<file path="src/pkg/pid_valve_pkg.sv">
/*
 * Constants for the valve loop controller: widths, register offsets,
 * control bit positions, reset values and the update timing.
 * Assumes a 10 MHz core clock and a classic Wishbone register bus.
 */
package pid_valve_pkg;

    // ------------------------------------------------------------
    // Widths
    // ------------------------------------------------------------
    localparam int ADC_W  = 12;
    localparam int REG_W  = 16;
    localparam int ERR_W  = 18;
    localparam int SUM_W  = 40;
    localparam int FRAC_W = 8;
    localparam int ADR_W  = 8;
    localparam int CNT_W  = 16;

    // ------------------------------------------------------------
    // Timing
    // ------------------------------------------------------------
    localparam int CLK_HZ        = 10_000_000;
    localparam int UPDATE_HZ     = 1000;
    localparam int UPDATE_CYCLES = CLK_HZ / UPDATE_HZ;

    // ------------------------------------------------------------
    // Register byte offsets
    // ------------------------------------------------------------
    localparam logic [7:0] OFS_CTRL     = 8'h00;
    localparam logic [7:0] OFS_COMMAND  = 8'h04;
    localparam logic [7:0] OFS_KP       = 8'h08;
    localparam logic [7:0] OFS_KI       = 8'h0C;
    localparam logic [7:0] OFS_KD       = 8'h10;
    localparam logic [7:0] OFS_KF       = 8'h14;
    localparam logic [7:0] OFS_WINDOW   = 8'h18;
    localparam logic [7:0] OFS_DB_A     = 8'h1C;
    localparam logic [7:0] OFS_DB_B     = 8'h20;
    localparam logic [7:0] OFS_FEEDBACK = 8'h24;
    localparam logic [7:0] OFS_DRIVE    = 8'h28;
    localparam logic [7:0] OFS_INTEG    = 8'h2C;

    // ------------------------------------------------------------
    // Control fields and reset values
    // ------------------------------------------------------------
    localparam int CTRL_COEFFICIENT_PARAM_RANGE_BIT = 0;
    localparam int CTRL_ENABLE_BIT = 1;
    localparam logic [15:0] CTRL_RST  = 16'h0000;
    localparam logic [15:0] PARAM_RST = 16'h0000;

    // ------------------------------------------------------------
    // Drive range
    // ------------------------------------------------------------
    localparam logic signed [SUM_W-1:0] DRV_MAX = 40'sh00_0000_7FFF;
    localparam logic signed [SUM_W-1:0] DRV_MIN = -40'sh00_0000_8000;

endpackage : pid_valve_pkg

</file>
<file path="src/hw/pid_valve_loop_controller.sv">
/*
 * PID valve loop controller with feedforward and dead-band offsets.
 * Assumes a 12-bit converter sample arriving asynchronously, a classic
 * Wishbone master, and a valve amplifier taking a signed 16-bit drive.
 */
// Implementation choices: the placing of the registers and the Wishbone interface to the registers.
// Notes on behaviour
// - Drive refreshed once every millisecond
// - Feedback sampled as twelve-bit converter value
// - Output sums P, I, D terms
// - Proportional term: gain times command minus feedback
// - Integrator accumulates error each update
// - Integrate only inside window; zero disables
// - Derivative of feedback, signed gain damps
// - Separate dead-band magnitudes for sides A, B
// - Nonzero command adds side dead-band offset
// - Feedforward adds bypass gain times command
// - Coefficients writable only in coefficient_param_range range
`timescale 1ns/1ps

module pid_valve_loop_controller #(
    parameter int UPDATE_CYCLES = pid_valve_pkg::UPDATE_CYCLES
) (
    // Clock and reset
    input  wire logic        core_clk,
    input  wire logic        reset_n,
    // Wishbone slave
    input  wire logic        wb_cyc_i,
    input  wire logic        wb_stb_i,
    input  wire logic        wb_we_i,
    input  wire logic [7:0]  wb_adr_i,
    input  wire logic [3:0]  wb_sel_i,
    input  wire logic [31:0] wb_dat_i,
    output logic      [31:0] wb_dat_o,
    output logic             wb_ack_o,
    // Converter sample
    input  wire logic [11:0] adc_sample,
    // Valve drive
    output logic      [15:0] drive_value,
    output logic             drive_update
);

    typedef enum logic [1:0] {ST_IDLE, ST_MULT, ST_INTEG, ST_DRIVE} loop_state_t;

    localparam int SW = pid_valve_pkg::SUM_W;
    localparam int FW = pid_valve_pkg::FRAC_W;
    localparam logic [pid_valve_pkg::CNT_W-1:0] TICK_LAST =
        pid_valve_pkg::CNT_W'(UPDATE_CYCLES - 1);

    // ------------------------------------------------------------
    // Declarations
    // ------------------------------------------------------------
    logic [15:0]          ctrl_q;
    logic [15:0]          command_q;
    logic [15:0]          kp_q;
    logic [15:0]          ki_q;
    logic [15:0]          kd_q;
    logic [15:0]          kf_q;
    logic [15:0]          window_q;
    logic [15:0]          db_a_q;
    logic [15:0]          db_b_q;
    logic                 ack_q;
    logic [31:0]          rdata_q;
    logic [11:0]          adc_meta_q;
    logic [11:0]          adc_sync_q;
    logic [15:0]          tick_cnt_q;
    logic                 tick_q;
    loop_state_t          state_q;
    logic signed [17:0]   fb_q;
    logic signed [17:0]   fb_prev_q;
    logic signed [17:0]   err_q;
    logic signed [SW-1:0] p_term_q;
    logic signed [SW-1:0] i_inc_q;
    logic signed [SW-1:0] d_term_q;
    logic signed [SW-1:0] f_term_q;
    logic signed [SW-1:0] db_term_q;
    logic                 in_window_q;
    logic signed [SW-1:0] integ_q;
    logic [15:0]          drive_q;
    logic                 drive_upd_q;
    logic                 bus_req;
    logic                 bus_wr;
    logic                 coefficient_param_range;
    logic                 enable;
    logic signed [17:0]   fb_now;
    logic [17:0]          err_abs;
    logic signed [SW-1:0] sum_all;
    logic signed [SW-1:0] integ_next;

    assign bus_req = wb_cyc_i & wb_stb_i & ~ack_q;
    assign bus_wr  = bus_req & wb_we_i;
    assign coefficient_param_range  = ctrl_q[pid_valve_pkg::CTRL_COEFFICIENT_PARAM_RANGE_BIT];
    assign enable  = ctrl_q[pid_valve_pkg::CTRL_ENABLE_BIT];

    // ------------------------------------------------------------
    // Helpers
    // ------------------------------------------------------------
    function automatic logic [15:0] merge16(input logic [15:0] old_v,
                                            input logic [31:0] dat,
                                            input logic [3:0]  sel);
        logic [15:0] v;
        v = old_v;
        if (sel[0])
        begin
            v[7:0] = dat[7:0];
        end
        if (sel[1])
        begin
            v[15:8] = dat[15:8];
        end
        return v;
    endfunction : merge16

    function automatic logic signed [SW-1:0] clamp(input logic signed [SW-1:0] v);
        if (v > pid_valve_pkg::DRV_MAX)
        begin
            return pid_valve_pkg::DRV_MAX;
        end
        else if (v < pid_valve_pkg::DRV_MIN)
        begin
            return pid_valve_pkg::DRV_MIN;
        end
        return v;
    endfunction : clamp

    // ------------------------------------------------------------
    // Wishbone handshake
    // ------------------------------------------------------------
    always_ff @(posedge core_clk or negedge reset_n)
    begin
        if (!reset_n)
        begin
            ack_q <= 1'b0;
        end
        else
        begin
            ack_q <= bus_req;
        end
    end

    // ------------------------------------------------------------
    // Basic range registers
    // ------------------------------------------------------------
    always_ff @(posedge core_clk or negedge reset_n)
    begin
        if (!reset_n)
        begin
            ctrl_q    <= pid_valve_pkg::CTRL_RST;
            command_q <= pid_valve_pkg::PARAM_RST;
            db_a_q    <= pid_valve_pkg::PARAM_RST;
            db_b_q    <= pid_valve_pkg::PARAM_RST;
        end
        else if (bus_wr)
        begin
            case (wb_adr_i)
                pid_valve_pkg::OFS_CTRL:    ctrl_q    <= merge16(ctrl_q, wb_dat_i, wb_sel_i);
                pid_valve_pkg::OFS_COMMAND: command_q <= merge16(command_q, wb_dat_i, wb_sel_i);
                pid_valve_pkg::OFS_DB_A:    db_a_q    <= merge16(db_a_q, wb_dat_i, wb_sel_i);
                pid_valve_pkg::OFS_DB_B:    db_b_q    <= merge16(db_b_q, wb_dat_i, wb_sel_i);
                default:                    ;
            endcase
        end
    end

    // ------------------------------------------------------------
    // Coefficient_param_range range registers
    // ------------------------------------------------------------
    always_ff @(posedge core_clk or negedge reset_n)
    begin
        if (!reset_n)
        begin
            kp_q     <= pid_valve_pkg::PARAM_RST;
            ki_q     <= pid_valve_pkg::PARAM_RST;
            kd_q     <= pid_valve_pkg::PARAM_RST;
            kf_q     <= pid_valve_pkg::PARAM_RST;
            window_q <= pid_valve_pkg::PARAM_RST;
        end
        else if (bus_wr && coefficient_param_range)
        begin
            case (wb_adr_i)
                pid_valve_pkg::OFS_KP:     kp_q     <= merge16(kp_q, wb_dat_i, wb_sel_i);
                pid_valve_pkg::OFS_KI:     ki_q     <= merge16(ki_q, wb_dat_i, wb_sel_i);
                pid_valve_pkg::OFS_KD:     kd_q     <= merge16(kd_q, wb_dat_i, wb_sel_i);
                pid_valve_pkg::OFS_KF:     kf_q     <= merge16(kf_q, wb_dat_i, wb_sel_i);
                pid_valve_pkg::OFS_WINDOW: window_q <= merge16(window_q, wb_dat_i, wb_sel_i);
                default:                   ;
            endcase
        end
    end

    // ------------------------------------------------------------
    // Read data
    // ------------------------------------------------------------
    always_ff @(posedge core_clk or negedge reset_n)
    begin
        if (!reset_n)
        begin
            rdata_q <= 32'h0000_0000;
        end
        else if (bus_req && !wb_we_i)
        begin
            case (wb_adr_i)
                pid_valve_pkg::OFS_CTRL:     rdata_q <= {16'h0000, ctrl_q};
                pid_valve_pkg::OFS_COMMAND:  rdata_q <= {16'h0000, command_q};
                pid_valve_pkg::OFS_KP:       rdata_q <= {16'h0000, kp_q};
                pid_valve_pkg::OFS_KI:       rdata_q <= {16'h0000, ki_q};
                pid_valve_pkg::OFS_KD:       rdata_q <= {16'h0000, kd_q};
                pid_valve_pkg::OFS_KF:       rdata_q <= {16'h0000, kf_q};
                pid_valve_pkg::OFS_WINDOW:   rdata_q <= {16'h0000, window_q};
                pid_valve_pkg::OFS_DB_A:     rdata_q <= {16'h0000, db_a_q};
                pid_valve_pkg::OFS_DB_B:     rdata_q <= {16'h0000, db_b_q};
                pid_valve_pkg::OFS_FEEDBACK: rdata_q <= {20'h0_0000, adc_sync_q};
                pid_valve_pkg::OFS_DRIVE:    rdata_q <= {16'h0000, drive_q};
                pid_valve_pkg::OFS_INTEG:    rdata_q <= {16'h0000, integ_q[15:0]};
                default:                     rdata_q <= 32'h0000_0000;
            endcase
        end
    end

    // ------------------------------------------------------------
    // Converter synchroniser
    // ------------------------------------------------------------
    // Twelve-bit feedback
    always_ff @(posedge core_clk or negedge reset_n)
    begin
        if (!reset_n)
        begin
            adc_meta_q <= 12'h000;
            adc_sync_q <= 12'h000;
        end
        else
        begin
            adc_meta_q <= adc_sample;
            adc_sync_q <= adc_meta_q;
        end
    end

    // ------------------------------------------------------------
    // Update tick
    // ------------------------------------------------------------
    // Millisecond update tick
    always_ff @(posedge core_clk or negedge reset_n)
    begin
        if (!reset_n)
        begin
            tick_cnt_q <= 16'h0000;
            tick_q     <= 1'b0;
        end
        else if (tick_cnt_q == TICK_LAST)
        begin
            tick_cnt_q <= 16'h0000;
            tick_q     <= 1'b1;
        end
        else
        begin
            tick_cnt_q <= tick_cnt_q + 16'h0001;
            tick_q     <= 1'b0;
        end
    end

    // ------------------------------------------------------------
    // Sequencer
    // ------------------------------------------------------------
    always_ff @(posedge core_clk or negedge reset_n)
    begin
        if (!reset_n)
        begin
            state_q <= ST_IDLE;
        end
        else
        begin
            case (state_q)
                ST_IDLE:  state_q <= tick_q ? ST_MULT : ST_IDLE;
                ST_MULT:  state_q <= ST_INTEG;
                ST_INTEG: state_q <= ST_DRIVE;
                ST_DRIVE: state_q <= ST_IDLE;
                default:  state_q <= ST_IDLE;
            endcase
        end
    end

    // ------------------------------------------------------------
    // Term products
    // ------------------------------------------------------------
    assign fb_now  = $signed({6'h00, adc_sync_q});
    assign err_abs = err_q[17] ? 18'(-err_q) : 18'(err_q);

    always_ff @(posedge core_clk or negedge reset_n)
    begin
        if (!reset_n)
        begin
            fb_q      <= 18'sh0_0000;
            fb_prev_q <= 18'sh0_0000;
            err_q     <= 18'sh0_0000;
            p_term_q  <= '0;
            i_inc_q   <= '0;
            d_term_q  <= '0;
            f_term_q  <= '0;
            db_term_q <= '0;
        end
        else if (state_q == ST_IDLE && tick_q)
        begin
            fb_q      <= fb_now;
            fb_prev_q <= fb_q;
            err_q     <= 18'($signed(command_q) - fb_now);
        end
        else if (state_q == ST_MULT)
        begin
            p_term_q  <= ($signed(kp_q) * err_q) >>> FW;
            i_inc_q   <= ($signed(ki_q) * err_q) >>> FW;
            d_term_q  <= ($signed(kd_q) * 18'(fb_prev_q - fb_q)) >>> FW;
            f_term_q  <= ($signed(kf_q) * $signed(command_q)) >>> FW;
            if (command_q == 16'h0000)
            begin
                db_term_q <= '0;
            end
            else if (command_q[15])
            begin
                db_term_q <= -$signed({24'h00_0000, db_b_q});
            end
            else
            begin
                db_term_q <= $signed({24'h00_0000, db_a_q});
            end
        end
    end

    always_ff @(posedge core_clk or negedge reset_n)
    begin
        if (!reset_n)
        begin
            in_window_q <= 1'b0;
        end
        else if (state_q == ST_MULT)
        begin
            in_window_q <= (window_q != 16'h0000) && (err_abs <= {2'b00, window_q});
        end
    end

    // ------------------------------------------------------------
    // Integrator
    // ------------------------------------------------------------
    // Anti-windup clamp
    assign integ_next = clamp(integ_q + i_inc_q);

    always_ff @(posedge core_clk or negedge reset_n)
    begin
        if (!reset_n)
        begin
            integ_q <= '0;
        end
        else if (!enable || window_q == 16'h0000)
        begin
            integ_q <= '0;
        end
        else if (state_q == ST_INTEG && in_window_q)
        begin
            integ_q <= integ_next;
        end
    end

    // ------------------------------------------------------------
    // Output sum
    // ------------------------------------------------------------
    // Sum of all terms
    assign sum_all = p_term_q + integ_q + d_term_q + f_term_q + db_term_q;

    always_ff @(posedge core_clk or negedge reset_n)
    begin
        if (!reset_n)
        begin
            drive_q     <= 16'h0000;
            drive_upd_q <= 1'b0;
        end
        else if (state_q == ST_DRIVE)
        begin
            drive_q     <= enable ? 16'(clamp(sum_all)) : 16'h0000;
            drive_upd_q <= 1'b1;
        end
        else
        begin
            drive_upd_q <= 1'b0;
        end
    end

    assign wb_ack_o     = ack_q;
    assign wb_dat_o     = rdata_q;
    assign drive_value  = drive_q;
    assign drive_update = drive_upd_q;

endmodule : pid_valve_loop_controller

</file>
<file path="config.mk">
export PLATFORM = sky130hd
export DESIGN_NAME = pid_valve_loop_controller
export DESIGN_NICKNAME = d
export VERILOG_FILES = /design/src/pkg/pid_valve_pkg.sv /design/src/hw/pid_valve_loop_controller.sv
export SDC_FILE = /design/constraint.sdc
export NUM_CORES = 2
export LEC_CHECK = 0
export BUFFER_PORTS_ARGS = -buffer_cell sky130_fd_sc_hd__buf_2
export CAP_MARGIN = 40
export CORE_UTILIZATION = 65
export CTS_CLUSTER_SIZE = 16
export DETAILED_ROUTE_END_ITERATION = 8
export HOLD_SLACK_MARGIN = 0.02
export PLACE_DENSITY = 0.9
export SETUP_SLACK_MARGIN = 0.5
export SLEW_MARGIN = 30
export SYNTH_ARGS = -nofsm -noshare
export SYNTH_HDL_FRONTEND = slang
export SYNTH_SLANG_ARGS = --single-unit
</file>
<file path="constraint.sdc">
create_clock -name core_clk -period 19.9 [get_ports core_clk]
set_input_delay 1.99 -clock core_clk [delete_from_list [all_inputs] [get_ports core_clk]]
set_output_delay 1.99 -clock core_clk [all_outputs]
set_load 0.01 [all_outputs]
</file>
# --- Word-level counts from Yosys, hierarchy flattened ---
# Cells that the tools add are included.
# Widths: inputs -> output; s select.
op_classes:
  add_sub_neg: 10
  mul: 4
  n_lt_le_gt_ge: 5
  eq_ne: 15
  n_mux: 23
  bitwise: 5
  reduce_logical: 33
ops:
  columns: ["cell", "count"]
  rows:
  - ["$mux 40", 7]
  - ["$pmux 16 s12", 1]
  - ["$gt 40x16->1 const B", 2]
  - ["$lt 40x16->1 const B", 2]
  - ["$mux 16", 5]
  - ["$mul 16x17->33", 2]
  - ["$reduce_and 3->1", 18]
  - ["$add 25x40->40", 1]
  - ["$add 40x21->40", 1]
  - ["$add 40x24->40", 1]
  - ["$add 40x25->40", 1]
  - ["$add 40x40->40", 1]
  - ["$neg 16->40", 1]
  - ["$eq 8x5->1 const B", 4]
  - ["$eq 8x6->1 const B", 4]
  - ["$logic_not 16->1", 2]
  - ["$mul 16x16->32", 1]
  - ["$mul 16x13->29", 1]
  - ["$le 18x16->1", 1]
  - ["$mux 18", 1]
  - ["$neg 17->18", 1]
  - ["$sub 16x13->17", 1]
  - ["$add 16x1->16 const B", 1]
  - ["$eq 16x14->1 const B", 1]
  - ["other kinds (17)", 34]
word_totals:
  regBits: 454
  inputBits: 61
  output_inout_bits: 50
  word_cells: 132

# --- Depth between registers and ports, before layout ---
depth:
  depth_word: 10
  depth_mapped: 37
  ltp_nobuf: 36

# --- Least setup slack after synthesis ---
# No wires, ideal clock.
synth_timing:
  path_type: "register to register"
  from: "reg fb_q[0]"
  to: "reg d_term_q[20] (netlist name)"
  setup_time_ns: 0.136
  arrival_time_ns: 7.824
  required_ns: 19.764
  slack_ns: 11.940
  stages_incl_launch_ff: 36
  path_buffers: 1
  period_less_slack_ns: 7.960
  cell_sequence: "dfrtp_1 ha_1 fa_1 nor2b_1 o21ai_0 a21boi_0 o21ai_0 a21boi_0 o21ai_0 nand2b_1 a21o_1 a21oi_1 xnor2_1 clkbuf_1 nand2_1 fa_1 fa_1 inv_1 fa_1 fa_1 fa_1 inv_1 fa_1 inv_1 ha_1 a21o_1 a21oi_1 inv_1 o2111ai_1 a31oi_1 a211o_1 a21o_1 a21oi_1 o21ai_0 xnor2_1 o21ai_0"
synth_between:
  elab_chain_cells: 2
synth_rtl:
  columns: ["item", "line", "rtl"]
  rows:
  - ["from (decl)", "pid_valve_loop_controller.sv:69", "logic signed [17:0] fb_q;"]
  - ["from (signal assigned)", "pid_valve_loop_controller.sv:303", "fb_q <= fb_now;"]
  - ["$sub 12x12->13", "pid_valve_loop_controller.sv:311", "d_term_q <= ($signed(kd_q) * 18'(fb_prev_q - fb_q)) >>> FW;"]
  - ["$mul 16x13->29", "pid_valve_loop_controller.sv:311", null]
# Every way passes these cells.
# A chain may end at the register's enable or synchronous reset.

# --- Worst setup path after layout ---
layout_timing:
  from: "reg fb_q[1]"
  to: "reg d_term_q[19]"
layout_between:
  elab_chain_cells: 2
layout_rtl:
  columns: ["item", "line", "rtl"]
  rows:
  - ["$sub 12x12->13", "pid_valve_loop_controller.sv:311", null]
  - ["$mul 16x13->29", "pid_valve_loop_controller.sv:311", null]
  - ["to (signal assigned)", "pid_valve_loop_controller.sv:311", null]
  - ["to (decl)", "pid_valve_loop_controller.sv:74", "logic signed [SW-1:0] d_term_q;"]
# Every way passes these cells.

==> impl_metrics.env <==
export IMPL_result_of_the_run="finished, violations left"
export IMPL_failed_checks="design-rule violations"
export IMPL_slew_headroom=0.3395
export IMPL_drv_slew=0
export IMPL_cp_slowest_stage_delay_ps=540
export IMPL_postSynthCellCount=6663
export IMPL_critical_path_slowest_cell="fa_1"
export IMPL_cts_repair_resize_count=0
export IMPL_yosys_area_top_type="fa_1"
export IMPL_postSynthAreaPerCell_um2=9.436
export IMPL_largest_fanout_on_the_critical_path=16
export IMPL_cp_data_required_time_ps=20410
export IMPL_power_density_nw_per_um2=28.33
export IMPL_post_synth_main_area_contributors="fa_1, dfrtp_1, ha_1, inv_1, nand2_1"
export IMPL_worst_ir_drop_vdd_mv=0.05920
export IMPL_total_clock_buffers_created_by_cts=47
export IMPL_synth_cell_type_count=92
export IMPL_route_final_wire_length_um=186700
export IMPL_final_clock_skew_ps=45.47
export IMPL_power_frac_seq=0.468
export IMPL_cts_root_buf="clkbuf_16"
export IMPL_worst_path_dominant_cell_family="adder cells"
export IMPL_power_share_switching=0.2410
export IMPL_vert_die_dim_um=313.0
export IMPL_leakage_nw=32.95
export IMPL_postCtsHoldBufs=0
export IMPL_timing_final_crit_share=0.4549
export IMPL_detailedPlacementHpwl_um=142100
export IMPL_grt_overflow_total=0
export IMPL_clkLatencyLatePin_ps=660
export IMPL_area_growth_synth_to_final_pct=5.636
export IMPL_cts_max_path_buffers=3
export IMPL_final_hold_violation_count=0
export IMPL_total_power_mw=1.881
export IMPL_ioPinCount=111
export IMPL_maxClockFrequency_mhz=110.5
export IMPL_grt_setup_unrepaired="false"
export IMPL_via_count_of_the_first_global_routing_pass=52286
export IMPL_number_of_enable_type_register_cells_in_the_synthesized_netlist=0
export IMPL_ant_nets=0
export IMPL_routed_via_count=49052
export IMPL_post_synth_instance_area_um2=62870
export IMPL_totalNegativeSetupSlack_ps=0
export IMPL_num_nets_final=8207
export IMPL_yosys_register_bits=429
export IMPL_finalSetupViolations=0
export IMPL_power_frac_comb=0.032
export IMPL_grt_first_pass_wirelength_um=288200
export IMPL_min_delay_path_class="reg2reg"
export IMPL_critical_path_buf_inv_count=6
export IMPL_placed_area_um2=64360
export IMPL_core_um2=95440
export IMPL_grt_util_all_layers=0.3854
export IMPL_total_of_max_cap_violations=0
export IMPL_rows=113
export IMPL_clk_pin_slew_worst_paths_ps=60
export IMPL_yosys_area_top_type_share=0.3538
export IMPL_detailedRoute_firstPassIterationCount=9
export IMPL_worst_endpoint_arrival_ps=9560
export IMPL_clkPwrFrac=0.500
export IMPL_routed_wire_length_per_instance_um=23.63
export IMPL_switchingPower_uw=453.5
export IMPL_worst_r2r_setup_slack_ps=10850
export IMPL_p_int_mw=1.428
export IMPL_layout_core_utilization=0.6959
export IMPL_crit_top_cell="fa_1"
export IMPL_finalWorstPathRequiredPeriod_ps=9052
export IMPL_synthFlopType="dfrtp_1"
export IMPL_fin_area_um2=66410
export IMPL_buffer_ports_inserted=76
export IMPL_clock_tree_from_tritoncts="yes"
export IMPL_drt_iter0_markers=5232
export IMPL_buffers_inserted_during_post_cts_setup_optimization=0
export IMPL_timing_critical_path_from_type="flip-flop"
export IMPL_grt_antenna_before_repair=8
export IMPL_grt_start_max_net_pins=140
export IMPL_yosysSeqAreaShare=0.1708
export IMPL_place_gp_congestion=0.9926
export IMPL_drc=62
export IMPL_clock_sink_count=429
export IMPL_die_w_um=313.0
export IMPL_routed_via_density=6.208
export IMPL_critical_path_endpoint_type="flip-flop"
export IMPL_postSynth_asyncResetShare=1.000
export IMPL_cts_htree_levels=2
export IMPL_worstMarginPinSlew_ps=990.7
export IMPL_final_layout_size_suffix_gt1_frac=0.06995
export IMPL_criticalPathCategory="reg2reg"
export IMPL_start_util=0.6588
export IMPL_fp_dieArea_um2=97970
export IMPL_synth_warnings=0
==> layout by cell type (no fill, tap or decap), drive strengths merged, types with 49 or more instances in the layout <==
cell       n
a21oi    161
mux2     135
buf      190
nor3      50
and2     382
nand4     49
fa      1111
inv     1379
ha       437
a21o     107
nand2b    69
o21ai    257
nand2    842
clkbuf    66
xor2      97
xnor2    165
nor2     142
dfrtp    429
==> cells by family after synthesis <==
| logic type | share of synthesized area |
|---|---|
| AO/OA/AOI/OAI | 0.09077 |
| XOR/XNOR | 0.03650 |
| adder cells (fa/ha/maj) | 0.4407 |
| buffers and inverters | 0.1031 |
| flip-flops | 0.1708 |
| multiplexers | 0.02657 |
| other | 0.00005965 |
| AND/OR/NAND/NOR | 0.1315 |
==> registers in the layout, indices dropped and copies added, names as in the netlist, 17 cells and up <==
name,cells
integ_q,40
f_term_q,24
p_term_q,25
i_inc_q,25
db_term_q,31
err_q,17
d_term_q,21
==> power by group through the flow <==
stage | Combinational [mW] | Sequential (mW) | Clock (mW)
after global placement | 0.0520 | 0.896 | 0
after detailed placement | 0.0546 | 0.896 | 0
after global routing | 0.0627 | 0.880 | 0.974
final | 0.0596 | 0.880 | 0.941
after floorplan | 0.0182 | 0.893 | 0
after CTS | 0.0548 | 0.880 | 0.936
==> metal layers <==
layer  GRT usage  wire length [um]  vias up  part of all wire
met5           0               223        -            0.0012
met4      0.2076             11930       12             0.064
met3      0.1350             25420      840              0.14
met2      0.5919             83230     3276              0.45
met1      0.4803             65880    24417              0.35
li1            -                 -    20507                 -
==> metrics by stage <==
step	instances	setup WS (ps)	hold WS [ps]
floorplan	6678	11940	331.2
global placement	7777	11380	332.1
detailed placement	7787	11080	334.7
CTS	7871	10900	348.6
global route	7898	10330	353.8
finish	7901	10850	348.4
==> synthesized netlist by cell type, drive strengths merged, types with 50 or more instances <==
library cell / n
dfrtp: 429
mux2: 135
fa: 1111
nor3: 50
inv: 1376
and2: 382
a21o: 107
a21oi: 161
o21ai: 257
xor2: 97
nand2: 842
xnor2: 165
nand2b: 69
ha: 437
clkbuf: 270
buf: 50
nor2: 142
==> layout make-up <==
class | instances | area [um^2]
multi-input cells | 4552 | 45770
fillers | 6519 | 29020
flip-flops and latches | 429 | 10740
inverters | 1376 | 5165
well taps | 1265 | 1583
repair buffers | 192 | 1513
clock buffers | 64 | 1371
clock inverters | 20 | 267.8
diodes | 3 | 7.507
==> worst paths after layout <==
kind                                          from                        to  cells past startpoint
setup / recovery               fb_q[1]$_DFFE_PN0P_  d_term_q[19]$_DFFE_PN0P_                     35
hold / removal             adc_meta_q[5]$_DFF_PN0_   adc_sync_q[5]$_DFF_PN0_                      0
setup reg to reg               fb_q[1]$_DFFE_PN0P_  d_term_q[19]$_DFFE_PN0P_                     35
hold reg to reg            adc_meta_q[5]$_DFF_PN0_   adc_sync_q[5]$_DFF_PN0_                      0
max in group asynchronous                  reset_n    db_b_q[12]$_DFFE_PN0P_                      4
min in group asynchronous                  reset_n   i_inc_q[23]$_DFFE_PN0P_                      1
No activity file was read; power rests on OpenSTA's default activity.
